$ cat config.mk
export PLATFORM = sky130hd
export DESIGN_NAME = dswr_top
export DESIGN_NICKNAME = d
export VERILOG_FILES = /design/src/verilog/dswr_pkg.sv /design/src/verilog/dswr_sync.sv /design/src/verilog/dswr_top.sv
export SDC_FILE = /design/constraint.sdc
export NUM_CORES = 1
export LEC_CHECK = 0
export BUFFER_PORTS_ARGS = -buffer_cell sky130_fd_sc_hd__buf_2
export CORE_ASPECT_RATIO = 0.6
export CORE_MARGIN = 2
export CORE_UTILIZATION = 33
export CTS_CLUSTER_SIZE = 24
export DETAILED_ROUTE_END_ITERATION = 8
export GPL_TIMING_DRIVEN = 0
export PLACE_DENSITY = 0.48
export REMOVE_ABC_BUFFERS = 1
export SLEW_MARGIN = 10
export SYNTH_ARGS = -nofsm -noshare
export SYNTH_HDL_FRONTEND = slang
export SYNTH_HIERARCHICAL = 1
export SYNTH_SLANG_ARGS = --single-unit
$ cat constraint.sdc
create_clock -name clk -period 2.99 [get_ports clk]
set_input_delay 0 -clock clk [delete_from_list [all_inputs] [get_ports clk]]
set_output_delay 0 -clock clk [all_outputs]
set_load 0.01 [all_outputs]
$ cat src/verilog/dswr_pkg.sv
package dswr_pkg;
  localparam int GPIO_W = 8;
  localparam int DATA_W = 16;
  localparam int ADDR_W = 3;
  localparam int WAKE_W = 6;
  localparam int SYNC_W = 5;

  // register offsets
  localparam logic [2:0] OFS_SLEEP_CTRL = 3'h0;
  localparam logic [2:0] OFS_WAKE_SRC = 3'h1;
  localparam logic [2:0] OFS_WORD0 = 3'h2;
  localparam logic [2:0] OFS_WORD1 = 3'h3;
  localparam logic [2:0] OFS_RESET_CAUSE = 3'h4;

  // field positions
  localparam int CTRL_RELEASE_BIT = 0;
  localparam int CTRL_BROWNOUT_BIT = 1;
  localparam int CTRL_REQUEST_BIT = 15;
  localparam int CAUSE_EXIT_BIT = 10;
  localparam int WS_POR = 0;
  localparam int WS_WDT = 1;
  localparam int WS_ALARM = 2;
  localparam int WS_EXTRST = 3;
  localparam int WS_INT = 4;
  localparam int WS_BOR = 5;

  // reset values
  localparam logic [DATA_W-1:0] WORD_RESET = 16'h0000;
  localparam logic [WAKE_W-1:0] WAKE_RESET = 6'h00;
  localparam logic [GPIO_W-1:0] DIR_RESET = 8'hff;
  localparam logic [GPIO_W-1:0] LAT_RESET = 8'h00;

  // power-on sequence length after a wake
  localparam int CLK_PERIOD_NS = 4;
  localparam int POR_TIME_NS = 256;
  localparam int POR_CYCLES = (POR_TIME_NS + CLK_PERIOD_NS - 1) / CLK_PERIOD_NS;
  localparam int POR_CNT_W = 7;
  localparam int WDT_CNT_W = 32;

  typedef enum logic [2:0] {
    DSWR_ACTIVE = 3'b001,
    DSWR_ASLEEP = 3'b010,
    DSWR_WAKING = 3'b100
  } dswr_state_t;
endpackage

$ cat src/verilog/dswr_sync.sv
`timescale 1ns/1ps
module dswr_sync #(
  parameter int W = 1
) (
  input wire logic clk, // always-on clock
  input wire logic rstn, // async reset, active low
  input wire logic [W-1:0] async_in, // pins from outside the domain
  input wire logic [W-1:0] reset_val, // constant, masked out; reset always loads zero
  output logic [W-1:0] sync_out // two-flop synchronised copy
);
  logic [W-1:0] meta_q;
  logic [W-1:0] meta_d;
  logic [W-1:0] out_d;

  always_comb begin
    meta_d = async_in;
    out_d = meta_q;
  end

  // reset_val is tied to a constant at the instance
  always_ff @(posedge clk or negedge rstn) begin
    if (!rstn) begin
      meta_q <= '0;
      sync_out <= '0;
    end else begin
      meta_q <= meta_d;
      sync_out <= out_d | (reset_val & ~reset_val);
    end
  end
endmodule

$ cat src/verilog/dswr_top.sv
`timescale 1ns/1ps
// Summary of operation
// - wake on por, watchdog, alarm, reset pin, interrupt
// - interrupt pin wakes if enabled, changed, polarity
// - pending interrupts cleared on sleep entry
// - wake resets core like power-on, retention kept
// - wake events during power-on sequence ignored
// - wake clears sleep request, restarts core
// - exit flag bit 10, software clears it
// - wake source captured in readable register
// - sleep brownout recorded in control bit 1
// - retained words survive deep sleep
// - pins hold direction and level while asleep
// - secondary oscillator keeps running if enabled
// - pin register writes ignored while release set
// - clearing release frees pins to live settings
// - brownout or power-on, with brownout enabled, loses retention, frees pins
// - reset pin wake keeps registers, pins reset
// - oscillator enable write waits for release clear
// - sleep entry resets the sleep watchdog
module dswr_top
  import dswr_pkg::*;
#(
  parameter int unsigned WDT_TIMEOUT_CYCLES = 525000
) (
  input wire logic clk, // always-on clock, 250 MHz
  input wire logic rstn, // always-on power-on reset, active low
  input wire logic [dswr_pkg::ADDR_W-1:0] addr, // register address
  input wire logic [dswr_pkg::DATA_W-1:0] wdata, // write data
  input wire logic we, // write strobe
  input wire logic re, // read strobe
  output logic [dswr_pkg::DATA_W-1:0] rdata, // read data, cycle after re
  input wire logic sleep_cmd, // core executes the sleep instruction
  input wire logic [dswr_pkg::GPIO_W-1:0] pin_direction, // live direction, 1 = input
  input wire logic [dswr_pkg::GPIO_W-1:0] output_latch, // live output latch
  input wire logic secondary_osc_enable, // live oscillator-control enable
  input wire logic calendar_enable, // calendar enabled
  input wire logic wake_int_enable, // interrupt enable of the wake pin
  input wire logic wake_int_polarity, // waking level of the wake pin
  input wire logic brownout_enable, // sleep brownout detector enabled
  input wire logic watchdog_enable, // sleep watchdog enabled
  input wire logic external_reset_pin_n, // external reset pin, active low
  input wire logic wake_interrupt_pin, // external interrupt pin
  input wire logic supply_por, // supply power-on event
  input wire logic brownout_trip, // sleep brownout detector
  input wire logic calendar_alarm, // calendar alarm
  output logic core_rst_n, // core reset, active low
  output logic irq_clear, // clears pending interrupts
  output logic [dswr_pkg::GPIO_W-1:0] pin_out, // pad output level
  output logic [dswr_pkg::GPIO_W-1:0] pin_oe, // pad output enable
  output logic secondary_osc_run // keeps the secondary oscillator on
);
  import dswr_pkg::*;

  logic [SYNC_W-1:0] sync_raw;
  logic [SYNC_W-1:0] sync_val;
  logic ext_n_s, int_s, por_s, bor_s, alarm_s;

  dswr_sync #(.W(SYNC_W)) u_sync (
    .clk(clk),
    .rstn(rstn),
    .async_in(sync_raw),
    .reset_val(5'h00),
    .sync_out(sync_val)
  );

  assign sync_raw = {calendar_alarm, brownout_trip, supply_por, wake_interrupt_pin, external_reset_pin_n};
  // reset pin reads as asserted until the synchroniser fills; harmless, no sleep yet
  assign ext_n_s = sync_val[0];
  assign int_s = sync_val[1];
  assign por_s = sync_val[2];
  assign bor_s = sync_val[3];
  assign alarm_s = sync_val[4];

  dswr_state_t state_q, state_d;
  logic [POR_CNT_W-1:0] por_cnt_q, por_cnt_d;
  logic [WDT_CNT_W-1:0] wdt_cnt_q, wdt_cnt_d;
  logic req_q, req_d;
  logic release_q, release_d;
  logic brownout_q, brownout_d;
  logic exit_q, exit_d;
  logic [WAKE_W-1:0] wake_src_q, wake_src_d;
  logic [DATA_W-1:0] word0_q, word0_d, word1_q, word1_d;
  logic [GPIO_W-1:0] hold_dir_q, hold_dir_d, hold_lat_q, hold_lat_d;
  logic hold_secondary_osc_q, hold_secondary_osc_d;
  logic int_en_q, int_en_d, int_lvl_q, int_lvl_d;
  logic [DATA_W-1:0] rdata_d;

  logic asleep, entry, wake, loss, wdt_to, int_hit;
  logic [WAKE_W-1:0] wake_vec;

  function automatic logic hit(input logic w, input logic [ADDR_W-1:0] a, input logic [ADDR_W-1:0] ofs);
    hit = w && (a == ofs);
  endfunction

  assign asleep = (state_q == DSWR_ASLEEP);
  assign entry = (state_q == DSWR_ACTIVE) && req_q && sleep_cmd;
  assign wdt_to = watchdog_enable && (wdt_cnt_q == WDT_CNT_W'(WDT_TIMEOUT_CYCLES - 1));
  // needs a change since entry as well as the waking level
  assign int_hit = int_en_q && (int_s != int_lvl_q) && (int_s == wake_int_polarity);
  always_comb begin
    wake_vec = WAKE_RESET;
    wake_vec[WS_POR] = por_s;
    wake_vec[WS_WDT] = wdt_to;
    wake_vec[WS_ALARM] = alarm_s && calendar_enable;
    wake_vec[WS_EXTRST] = !ext_n_s;
    wake_vec[WS_INT] = int_hit;
    wake_vec[WS_BOR] = bor_s && brownout_enable;
  end
  assign wake = asleep && (|wake_vec);
  assign loss = asleep && brownout_enable && (por_s || bor_s);

  always_comb begin
    state_d = state_q;
    por_cnt_d = por_cnt_q;
    wdt_cnt_d = wdt_cnt_q;
    req_d = req_q;
    release_d = release_q;
    brownout_d = brownout_q;
    exit_d = exit_q;
    wake_src_d = wake_src_q;
    word0_d = word0_q;
    word1_d = word1_q;
    hold_dir_d = hold_dir_q;
    hold_lat_d = hold_lat_q;
    hold_secondary_osc_d = hold_secondary_osc_q;
    int_en_d = int_en_q;
    int_lvl_d = int_lvl_q;
    // software writes first, so hardware sets below win over clears
    if (hit(we, addr, OFS_SLEEP_CTRL)) begin
      req_d = wdata[CTRL_REQUEST_BIT];
      if (!wdata[CTRL_RELEASE_BIT]) begin
        release_d = 1'b0;
      end
      if (!wdata[CTRL_BROWNOUT_BIT]) begin
        brownout_d = 1'b0;
      end
    end
    if (hit(we, addr, OFS_WAKE_SRC)) begin
      wake_src_d = wake_src_q & ~wdata[WAKE_W-1:0];
    end
    if (hit(we, addr, OFS_WORD0)) begin
      word0_d = wdata;
    end
    if (hit(we, addr, OFS_WORD1)) begin
      word1_d = wdata;
    end
    if (hit(we, addr, OFS_RESET_CAUSE) && wdata[CAUSE_EXIT_BIT]) begin
      exit_d = 1'b0;
    end
    case (state_q)
      DSWR_ACTIVE: begin
        if (entry) begin
          state_d = DSWR_ASLEEP;
          wdt_cnt_d = '0;
          release_d = 1'b1;
          hold_dir_d = pin_direction;
          hold_lat_d = output_latch;
          hold_secondary_osc_d = secondary_osc_enable;
          int_en_d = wake_int_enable;
          int_lvl_d = int_s;
        end
      end
      DSWR_ASLEEP: begin
        if (watchdog_enable && !wdt_to) begin
          wdt_cnt_d = wdt_cnt_q + WDT_CNT_W'(1);
        end
        if (bor_s && brownout_enable) begin
          brownout_d = 1'b1;
        end
        if (wake) begin
          state_d = DSWR_WAKING;
          por_cnt_d = '0;
          req_d = 1'b0;
          exit_d = 1'b1;
          wake_src_d = wake_src_q | wake_vec;
          if (!ext_n_s) begin
            hold_dir_d = DIR_RESET;
            hold_lat_d = LAT_RESET;
          end
        end
        if (loss) begin
          release_d = 1'b0;
          word0_d = WORD_RESET;
          word1_d = WORD_RESET;
        end
      end
      DSWR_WAKING: begin
        // wake sources not sampled here: late events vanish
        if (por_cnt_q == POR_CNT_W'(POR_CYCLES - 1)) begin
          state_d = DSWR_ACTIVE;
        end else begin
          por_cnt_d = por_cnt_q + POR_CNT_W'(1);
        end
      end
      default: begin
        state_d = DSWR_ACTIVE;
      end
    endcase
  end

  always_comb begin
    rdata_d = '0;
    if (re) begin
      case (addr)
        OFS_SLEEP_CTRL: begin
          rdata_d[CTRL_REQUEST_BIT] = req_q;
          rdata_d[CTRL_BROWNOUT_BIT] = brownout_q;
          rdata_d[CTRL_RELEASE_BIT] = release_q;
        end
        OFS_WAKE_SRC: rdata_d[WAKE_W-1:0] = wake_src_q;
        OFS_WORD0: rdata_d = word0_q;
        OFS_WORD1: rdata_d = word1_q;
        OFS_RESET_CAUSE: rdata_d[CAUSE_EXIT_BIT] = exit_q;
        default: rdata_d = '0;
      endcase
    end
  end

  always_ff @(posedge clk or negedge rstn) begin
    if (!rstn) begin
      state_q <= DSWR_ACTIVE;
      por_cnt_q <= '0;
      wdt_cnt_q <= '0;
      req_q <= 1'b0;
      release_q <= 1'b0;
      brownout_q <= 1'b0;
      exit_q <= 1'b0;
      wake_src_q <= WAKE_RESET;
      word0_q <= WORD_RESET;
      word1_q <= WORD_RESET;
      hold_dir_q <= DIR_RESET;
      hold_lat_q <= LAT_RESET;
      hold_secondary_osc_q <= 1'b0;
      int_en_q <= 1'b0;
      int_lvl_q <= 1'b0;
      rdata <= '0;
    end else begin
      state_q <= state_d;
      por_cnt_q <= por_cnt_d;
      wdt_cnt_q <= wdt_cnt_d;
      req_q <= req_d;
      release_q <= release_d;
      brownout_q <= brownout_d;
      exit_q <= exit_d;
      wake_src_q <= wake_src_d;
      word0_q <= word0_d;
      word1_q <= word1_d;
      hold_dir_q <= hold_dir_d;
      hold_lat_q <= hold_lat_d;
      hold_secondary_osc_q <= hold_secondary_osc_d;
      int_en_q <= int_en_d;
      int_lvl_q <= int_lvl_d;
      rdata <= rdata_d;
    end
  end

  assign core_rst_n = (state_q == DSWR_ACTIVE);
  assign irq_clear = entry;
  // live pin settings reach the pads only once release is clear
  assign pin_out = release_q ? hold_lat_q : output_latch;
  assign pin_oe = release_q ? ~hold_dir_q : ~pin_direction;
  assign secondary_osc_run = release_q ? hold_secondary_osc_q : secondary_osc_enable;

  property p_exit_flag;
    @(posedge clk) disable iff (!rstn) wake |=> exit_q && !req_q && !core_rst_n;
  endproperty
  a_exit_flag: assert property (p_exit_flag) else $error("exit flag or request wrong after wake");

  property p_por_hold;
    @(posedge clk) disable iff (!rstn) wake |=> (!core_rst_n) [*8];
  endproperty
  a_por_hold: assert property (p_por_hold) else $error("core left reset too early");

  property p_ignore_late;
    @(posedge clk) disable iff (!rstn)
      (state_q == DSWR_WAKING) |=> (wake_src_q & ~$past(wake_src_q)) == WAKE_RESET;
  endproperty
  a_ignore_late: assert property (p_ignore_late) else $error("wake source set during power-on");

  property p_irq_clear;
    @(posedge clk) disable iff (!rstn) entry |-> irq_clear ##1 (state_q == DSWR_ASLEEP);
  endproperty
  a_irq_clear: assert property (p_irq_clear) else $error("entry without interrupt clear");

  property p_pin_hold;
    @(posedge clk) disable iff (!rstn) release_q |-> pin_oe == ~hold_dir_q && pin_out == hold_lat_q;
  endproperty
  a_pin_hold: assert property (p_pin_hold) else $error("pins not held under release");

  property p_pin_free;
    @(posedge clk) disable iff (!rstn) !release_q |-> pin_oe == ~pin_direction && pin_out == output_latch;
  endproperty
  a_pin_free: assert property (p_pin_free) else $error("pins not free without release");

  property p_bor_loss;
    @(posedge clk) disable iff (!rstn) loss |=> !release_q && word0_q == WORD_RESET && word1_q == WORD_RESET;
  endproperty
  a_bor_loss: assert property (p_bor_loss) else $error("retention kept after brownout");

  property p_osc_hold;
    @(posedge clk) disable iff (!rstn) release_q |-> secondary_osc_run == hold_secondary_osc_q;
  endproperty
  a_osc_hold: assert property (p_osc_hold) else $error("oscillator enable leaked");

  property p_wdt_clear;
    @(posedge clk) disable iff (!rstn) entry |=> wdt_cnt_q == '0;
  endproperty
  a_wdt_clear: assert property (p_wdt_clear) else $error("watchdog not cleared at entry");

  property p_retain;
    @(posedge clk) disable iff (!rstn) (asleep && !loss && !we) |=> $stable(word0_q) && $stable(word1_q);
  endproperty
  a_retain: assert property (p_retain) else $error("retained word changed in sleep");

  property p_ext_wake;
    @(posedge clk) disable iff (!rstn) (wake && !ext_n_s && !loss) |=> release_q && hold_dir_q == DIR_RESET;
  endproperty
  a_ext_wake: assert property (p_ext_wake) else $error("reset pin wake handling wrong");
endmodule

==> run_results.csv, run 1 <==
group,metric,value,unit
worst_setup_path,cp.required,3.30,ns
status,status,"finished, final reports clean",
sta,setup_violations,0,
route,drtAntennaViolNets,0,
sta,hold_viol,0,
placed_design,place_hpwl,9.87,mm
worst_setup_path,crit_type,"flop to flop",
sta,fmax,0.372,GHz
floorplan,core-area,17300,µm²
global_routing,grt_overflow,0,
floorplan,die_h,107,µm
cells_and_area,multi_input_area,2470,µm²
worst_setup_path,critPathCapture,"wdt_cnt_q[24]",
sta,finalMaxSlewViolations,0,
sta,worstMarginPinSlew,1.12,ns
route,wl,15.2,mm
run,drv_cap,0,
worst_setup_path,crit_path_start_kind,"flop",
route,drtIter0Drc,424,
worst_setup_path,reg2reg_depth,5,
power_and_ir_drop,power_density,775,nW/µm²
global_routing,grt_use_total,17.1,%
floorplan,die_x,176,µm
hold_path,hold_class,"input pin to flop",
clock_network,clockBufferDepth,2,
cells_and_area,drive_above_1_share,21.6,%
global_routing,grt_pass1_wl,25.0,mm
synthesis,synth_area_per_cell,10.1,µm²
clock_network,worstSkewPairLatency,0.42,ns
route,drc,0,
cells_and_area,areaGrowthSynthToFinish,28.6,%
sta,whs,0.0901,ns
route,vias,4778,
route,drtPass1Iterations,4,
sta,slew_headroom,25.3,%
cells_and_area,n_fill_cell,1682,
route,wl_met3,457,µm
worst_setup_path,cp-startpoint,"state_q[2]",
sta,timing.final.crit_period,2.69,ns
floorplan,boundaryPins,86,
cells_and_area,final_cell_mix,"dfrtp_1, nand2_1, buf_2, a21oi_1",
synthesis,synthCells,582,
floorplan,rows,37,
clock_network,htreeDepth,4,
floorplan,start_util,33.9,%
sta,finalCritPeriodShare,90.0,%
cells_and_area,final_common_cell,"dfrtp_1",
route,routedWlPerCell,16.0,µm
synthesis,syn_area,5850,µm²
worst_setup_path,cp_max_fo,12,
clock_network,cts-root-buf,"clkbuf_16",
route,routed_via_density,5.02,
placed_design,place_congestion,0.781,
cells_and_area,nets,757,
sta,skew,0.0146,ns
route,met2_length,6.55,mm
sta,rsz0062_at_grt,"no",
worst_setup_path,arrival,3.00,ns
clock_network,cts.sinks,129,
worst_setup_path,r2r_end,"wdt_cnt_q[24]",
power_and_ir_drop,ir_worst_vdd,363,µV
power_and_ir_drop,total_power,5.83,mW
global_routing,antenna_found_initial,0,
route,wl_met1,8.00,mm
worst_setup_path,r2r_slack,0.30,ns
clock_network,numCtsBuffers,17,
synthesis,yosys_warnings,6,
floorplan,design.die.area,18800,µm²
global_routing,grt_pass1_vias,4788,
worst_setup_path,timing.rr.start,"state_q[2]",
placed_design,portBuffers,85,
worst_setup_path,crit_path_end_kind,"flop",
cells_and_area,antennaDiodeCount,0,
cells_and_area,seq_area,3240,µm²
global_routing,grt_start_max_net_pins,80,
route,highest-signal-layer,"met4",
power_and_ir_drop,p_leak,3.47,nW
clock_network,cts_tree,"built",
sta,fin_tns_setup,0,ns
clock_network,clkSlewWorstSetupHoldPaths,0.07,ns
-- worst max-delay path, cell delays in order, from the launching register on --
cell and delay (ns):
dfrtp_1 0.40, and4bb_1 0.54, nand4_1 0.57, nor4_2 0.70, a21oi_1 0.15, a31o_2 0.23
-- per-layer routing --
metal | vias to the layer above | global-route usage (%)
li1 | 2308 | -
met1 | 2380 | 25.4
met2 | 76 | 24.6
met3 | 14 | 2.98
met4 | 0 | 6.55
met5 | - | 0
-- how the worst min path moves through the flow --
stage	from	end	slack, ns	depth (start not counted)
after floorplan	rstn	brownout_q	-0.30	0
after global placement	calendar_alarm	u_sync/meta_q[4]	0.11	1
after detailed placement	rstn	por_cnt_q[3]	-0.02	1
after CTS	addr[1]	exit_q	0.07	3
after global routing	addr[1]	exit_q	0.1	3
final	addr[1]	exit_q	0.09	3
-- state kept, by name, indices dropped and copies added, names as in the netlist, 6 cells and up --
name,cells
hold_lat_q,8
rdata,16
word0_q,16
por_cnt_q,7
word1_q,16
hold_dir_q,8
wake_src_q,6
wdt_cnt_q,32
-- layout make-up --
| cell class | count | area share, % |
|---|---|---|
| clock buffer | 17 | 5.66 |
| sequential | 129 | 43.1 |
| clock inverter | 15 | 1.83 |
| timing repair buffer | 131 | 12.1 |
| tap | 234 | 3.89 |
| inverter | 11 | 0.582 |
| multi-input combinational | 414 | 32.9 |
-- report_power, final --
part	switching [mW]	internal, mW	total, mW
clock	0.892	1.10	1.99
combinational	0.709	0.651	1.36
sequential	0.298	2.18	2.47
-- metrics by stage --
stage               std cells  cell area (µm²)  worst slack [ns]  util (%)
CTS                       951             7520            0.0263      43.5
detailed placement        874             6490            -0.777      37.6
finish                    951             7520             0.299      43.6
floorplan                 554             5730            0.0626         -
global placement          873             6450             -1.21      37.4
global route              951             7520            0.0913      43.6
-- repair_timing --
action	4_1_cts	5_1_grt
hold buffers	45	0
setup endpoints to repair	46	4
hold endpoints to repair	117	0
cloned	0	0
buffers inserted	0	0
gates resized for setup	3	1
Power figures use the tool's default switching activity.
==> inputs of run 2 (changes only) <==
--- a/config.mk
+++ b/config.mk
@@ -13,7 +13,6 @@
 export DETAILED_ROUTE_END_ITERATION = 8
 export GPL_TIMING_DRIVEN = 0
 export PLACE_DENSITY = 0.48
-export REMOVE_ABC_BUFFERS = 1
 export SLEW_MARGIN = 10
 export SYNTH_ARGS = -nofsm -noshare
 export SYNTH_HDL_FRONTEND = slang
==> run 2 against run 1 <==
Effect of this change: global-route usage is 1.2 points higher; worst hold slack lost 0.0011 ns; critical endpoint is now irq_clear; die area unchanged.
==> run_results.csv, run 2 (synthesis results as in run 1) <==
group,metric,value,unit
clock_network,cts.sinks,129,
cells_and_area,antennaDiodeCount,0,
worst_setup_path,crit_path_end_kind,"output port",
cells_and_area,fin_util,44.4,%
sta,whs,0.0890,ns
cells_and_area,areaGrowthSynthToFinish,30.9,%
synthesis,synth_nets,635,
worst_setup_path,r2r_end,"hold_lat_q[7]",
floorplan,die_h,107,µm
route,drc,0,
floorplan,boundaryPins,86,
cells_and_area,largest_reg_flops,32,
placed_design,dp.cells,902,
clock_network,cts-root-buf,"clkbuf_16",
route,drtIter0Drc,325,
sta,fmax,0.370,GHz
clock_network,clockBufferDepth,2,
power_and_ir_drop,power_density,788,nW/µm²
power_and_ir_drop,ir_worst_vdd,365,µV
worst_setup_path,arrival,2.70,ns
placed_design,place_congestion,0.830,
global_routing,grt_use_total,18.3,%
floorplan,design.die.area,18800,µm²
sta,finalMaxSlewViolations,0,
cells_and_area,drive_above_1_share,20.8,%
worst_setup_path,reg2reg_depth,5,
sta,slew_headroom,33.2,%
cells_and_area,n_fill_cell,1666,
floorplan,rows,37,
route,highest-signal-layer,"met4",
route,routedWlPerCell,16.6,µm
sta,hold_viol,0,
run,drv_cap,0,
route,vias,4869,
route,wl,16.2,mm
sta,worstMarginPinSlew,0.994,ns
sta,rsz0062_at_grt,"no",
cells_and_area,final_common_cell,"dfrtp_1",
global_routing,grt_pass1_wl,26.5,mm
worst_setup_path,crit_path_start_kind,"flop",
route,drtAntennaViolNets,0,
hold_path,hold_class,"input pin to async pin",
clock_network,clkSlewWorstSetupHoldPaths,0.06,ns
route,drtPass1Iterations,5,
clock_network,htreeDepth,4,
sta,skew,0.0117,ns
cells_and_area,final_cell_mix,"dfrtp_1, nand2_1, buf_2, a21oi_1",
sta,setup_violations,0,
route,wl_met1,8.91,mm
route,wl_met3,754,µm
cells_and_area,regMostFlops,"wdt_cnt_q",
power_and_ir_drop,p_leak,3.54,nW
clock_network,cts_tree,"built",
global_routing,grt_overflow,0,
global_routing,grt_start_max_net_pins,82,
worst_setup_path,cp-startpoint,"state_q[0]",
clock_network,cts_setup_buffers,0,
worst_setup_path,cp.required,2.99,ns
sta,timing.final.crit_period,2.70,ns
cells_and_area,nets,784,
floorplan,core-area,17300,µm²
worst_setup_path,critPathCapture,"irq_clear",
sta,finalCritPeriodShare,90.4,%
sta,fin_tns_setup,0,ns
placed_design,place_hpwl,11.6,mm
status,status,"finished, final reports clean",
cells_and_area,fin_cells,978,
global_routing,antenna_found_initial,0,
clock_network,worstSkewPairLatency,0.41,ns
clock_network,numCtsBuffers,17,
placed_design,portBuffers,85,
route,met2_length,6.40,mm
floorplan,start_util,33.9,%
route,routed_via_density,4.98,
worst_setup_path,cp_max_fo,12,
global_routing,grt_pass1_vias,4822,
worst_setup_path,crit_type,"flop to output port",
floorplan,die_x,176,µm
worst_setup_path,timing.rr.start,"state_q[0]",
worst_setup_path,r2r_slack,0.32,ns
-- run 2: cell types whose count changed in the layout (fill, tap and decap cells not counted), sizes merged --
cell,previous run,this run
clkinv,3,6
inv,21,15
clkbuf,17,35
clkinvlp,2,1
buf,86,96
bufinv,0,3
-- run 2: layer usage --
layer,GRT usage (%),vias to the layer above
met5,0,-
met4,4.96,0
met3,3.51,14
met2,24.2,109
met1,29.6,2390
li1,-,2356
-- run 2: through the flow --
step           cell area [µm²]  worst slack, ns  power (mW)
6_report                  7660            0.286        6.04
5_1_grt                   7660           0.0573        6.38
4_1_cts                   7660            0.204        6.10
3_5_place_dp              6600            0.235        3.87
3_3_place_gp              6570            0.103        3.82
2_1_floorplan             5850            0.854        3.31
-- run 2: how the worst min path moves through the flow --
stage | start | to | slack [ns] | cells after the start
after floorplan | rstn | brownout_q | -0.30 | 0
after global routing | addr[0] | exit_q | 0.11 | 5
after global placement | external_reset_pin_n | u_sync/meta_q[0] | 0.11 | 1
after CTS | addr[0] | exit_q | 0.07 | 5
after detailed placement | rstn | wdt_cnt_q[28] | -0.02 | 1
final | rstn | wdt_cnt_q[28] | 0.09 | 2
-- run 2: critical path, cell delays in order (launching register included) --
cell     delay (ns)
dfstp_2        0.55
nor3b_1        0.33
nand3_1        0.41
inv_1          0.49
buf_2          0.33
buf_2          0.18
-- run 2: power breakdown --
part	switching, mW	internal (mW)	leakage [nW]
clock network	0.819	1.33	0.297
logic	0.814	0.667	1.59
registers	0.234	2.18	1.65
-- run 2: cell type report --
type | count | area [µm²] | area share [%]
Sequential cell | 129 | 3240 | 42.3
Multi-Input combinational cell | 414 | 2450 | 32.0
Timing Repair Buffer | 131 | 910 | 11.9
Clock buffer | 18 | 429 | 5.60
Tap cell | 234 | 293 | 3.82
Clock inverter | 14 | 180 | 2.35
Buffer | 27 | 114 | 1.49
Inverter | 11 | 41.3 | 0.539
-- run 2: what timing repair did --
action	4_1_cts	5_1_grt
hold endpoints to repair	115	0
endpoints found under the setup margin	1	0
hold buffers	45	0
gates resized for setup	1	0
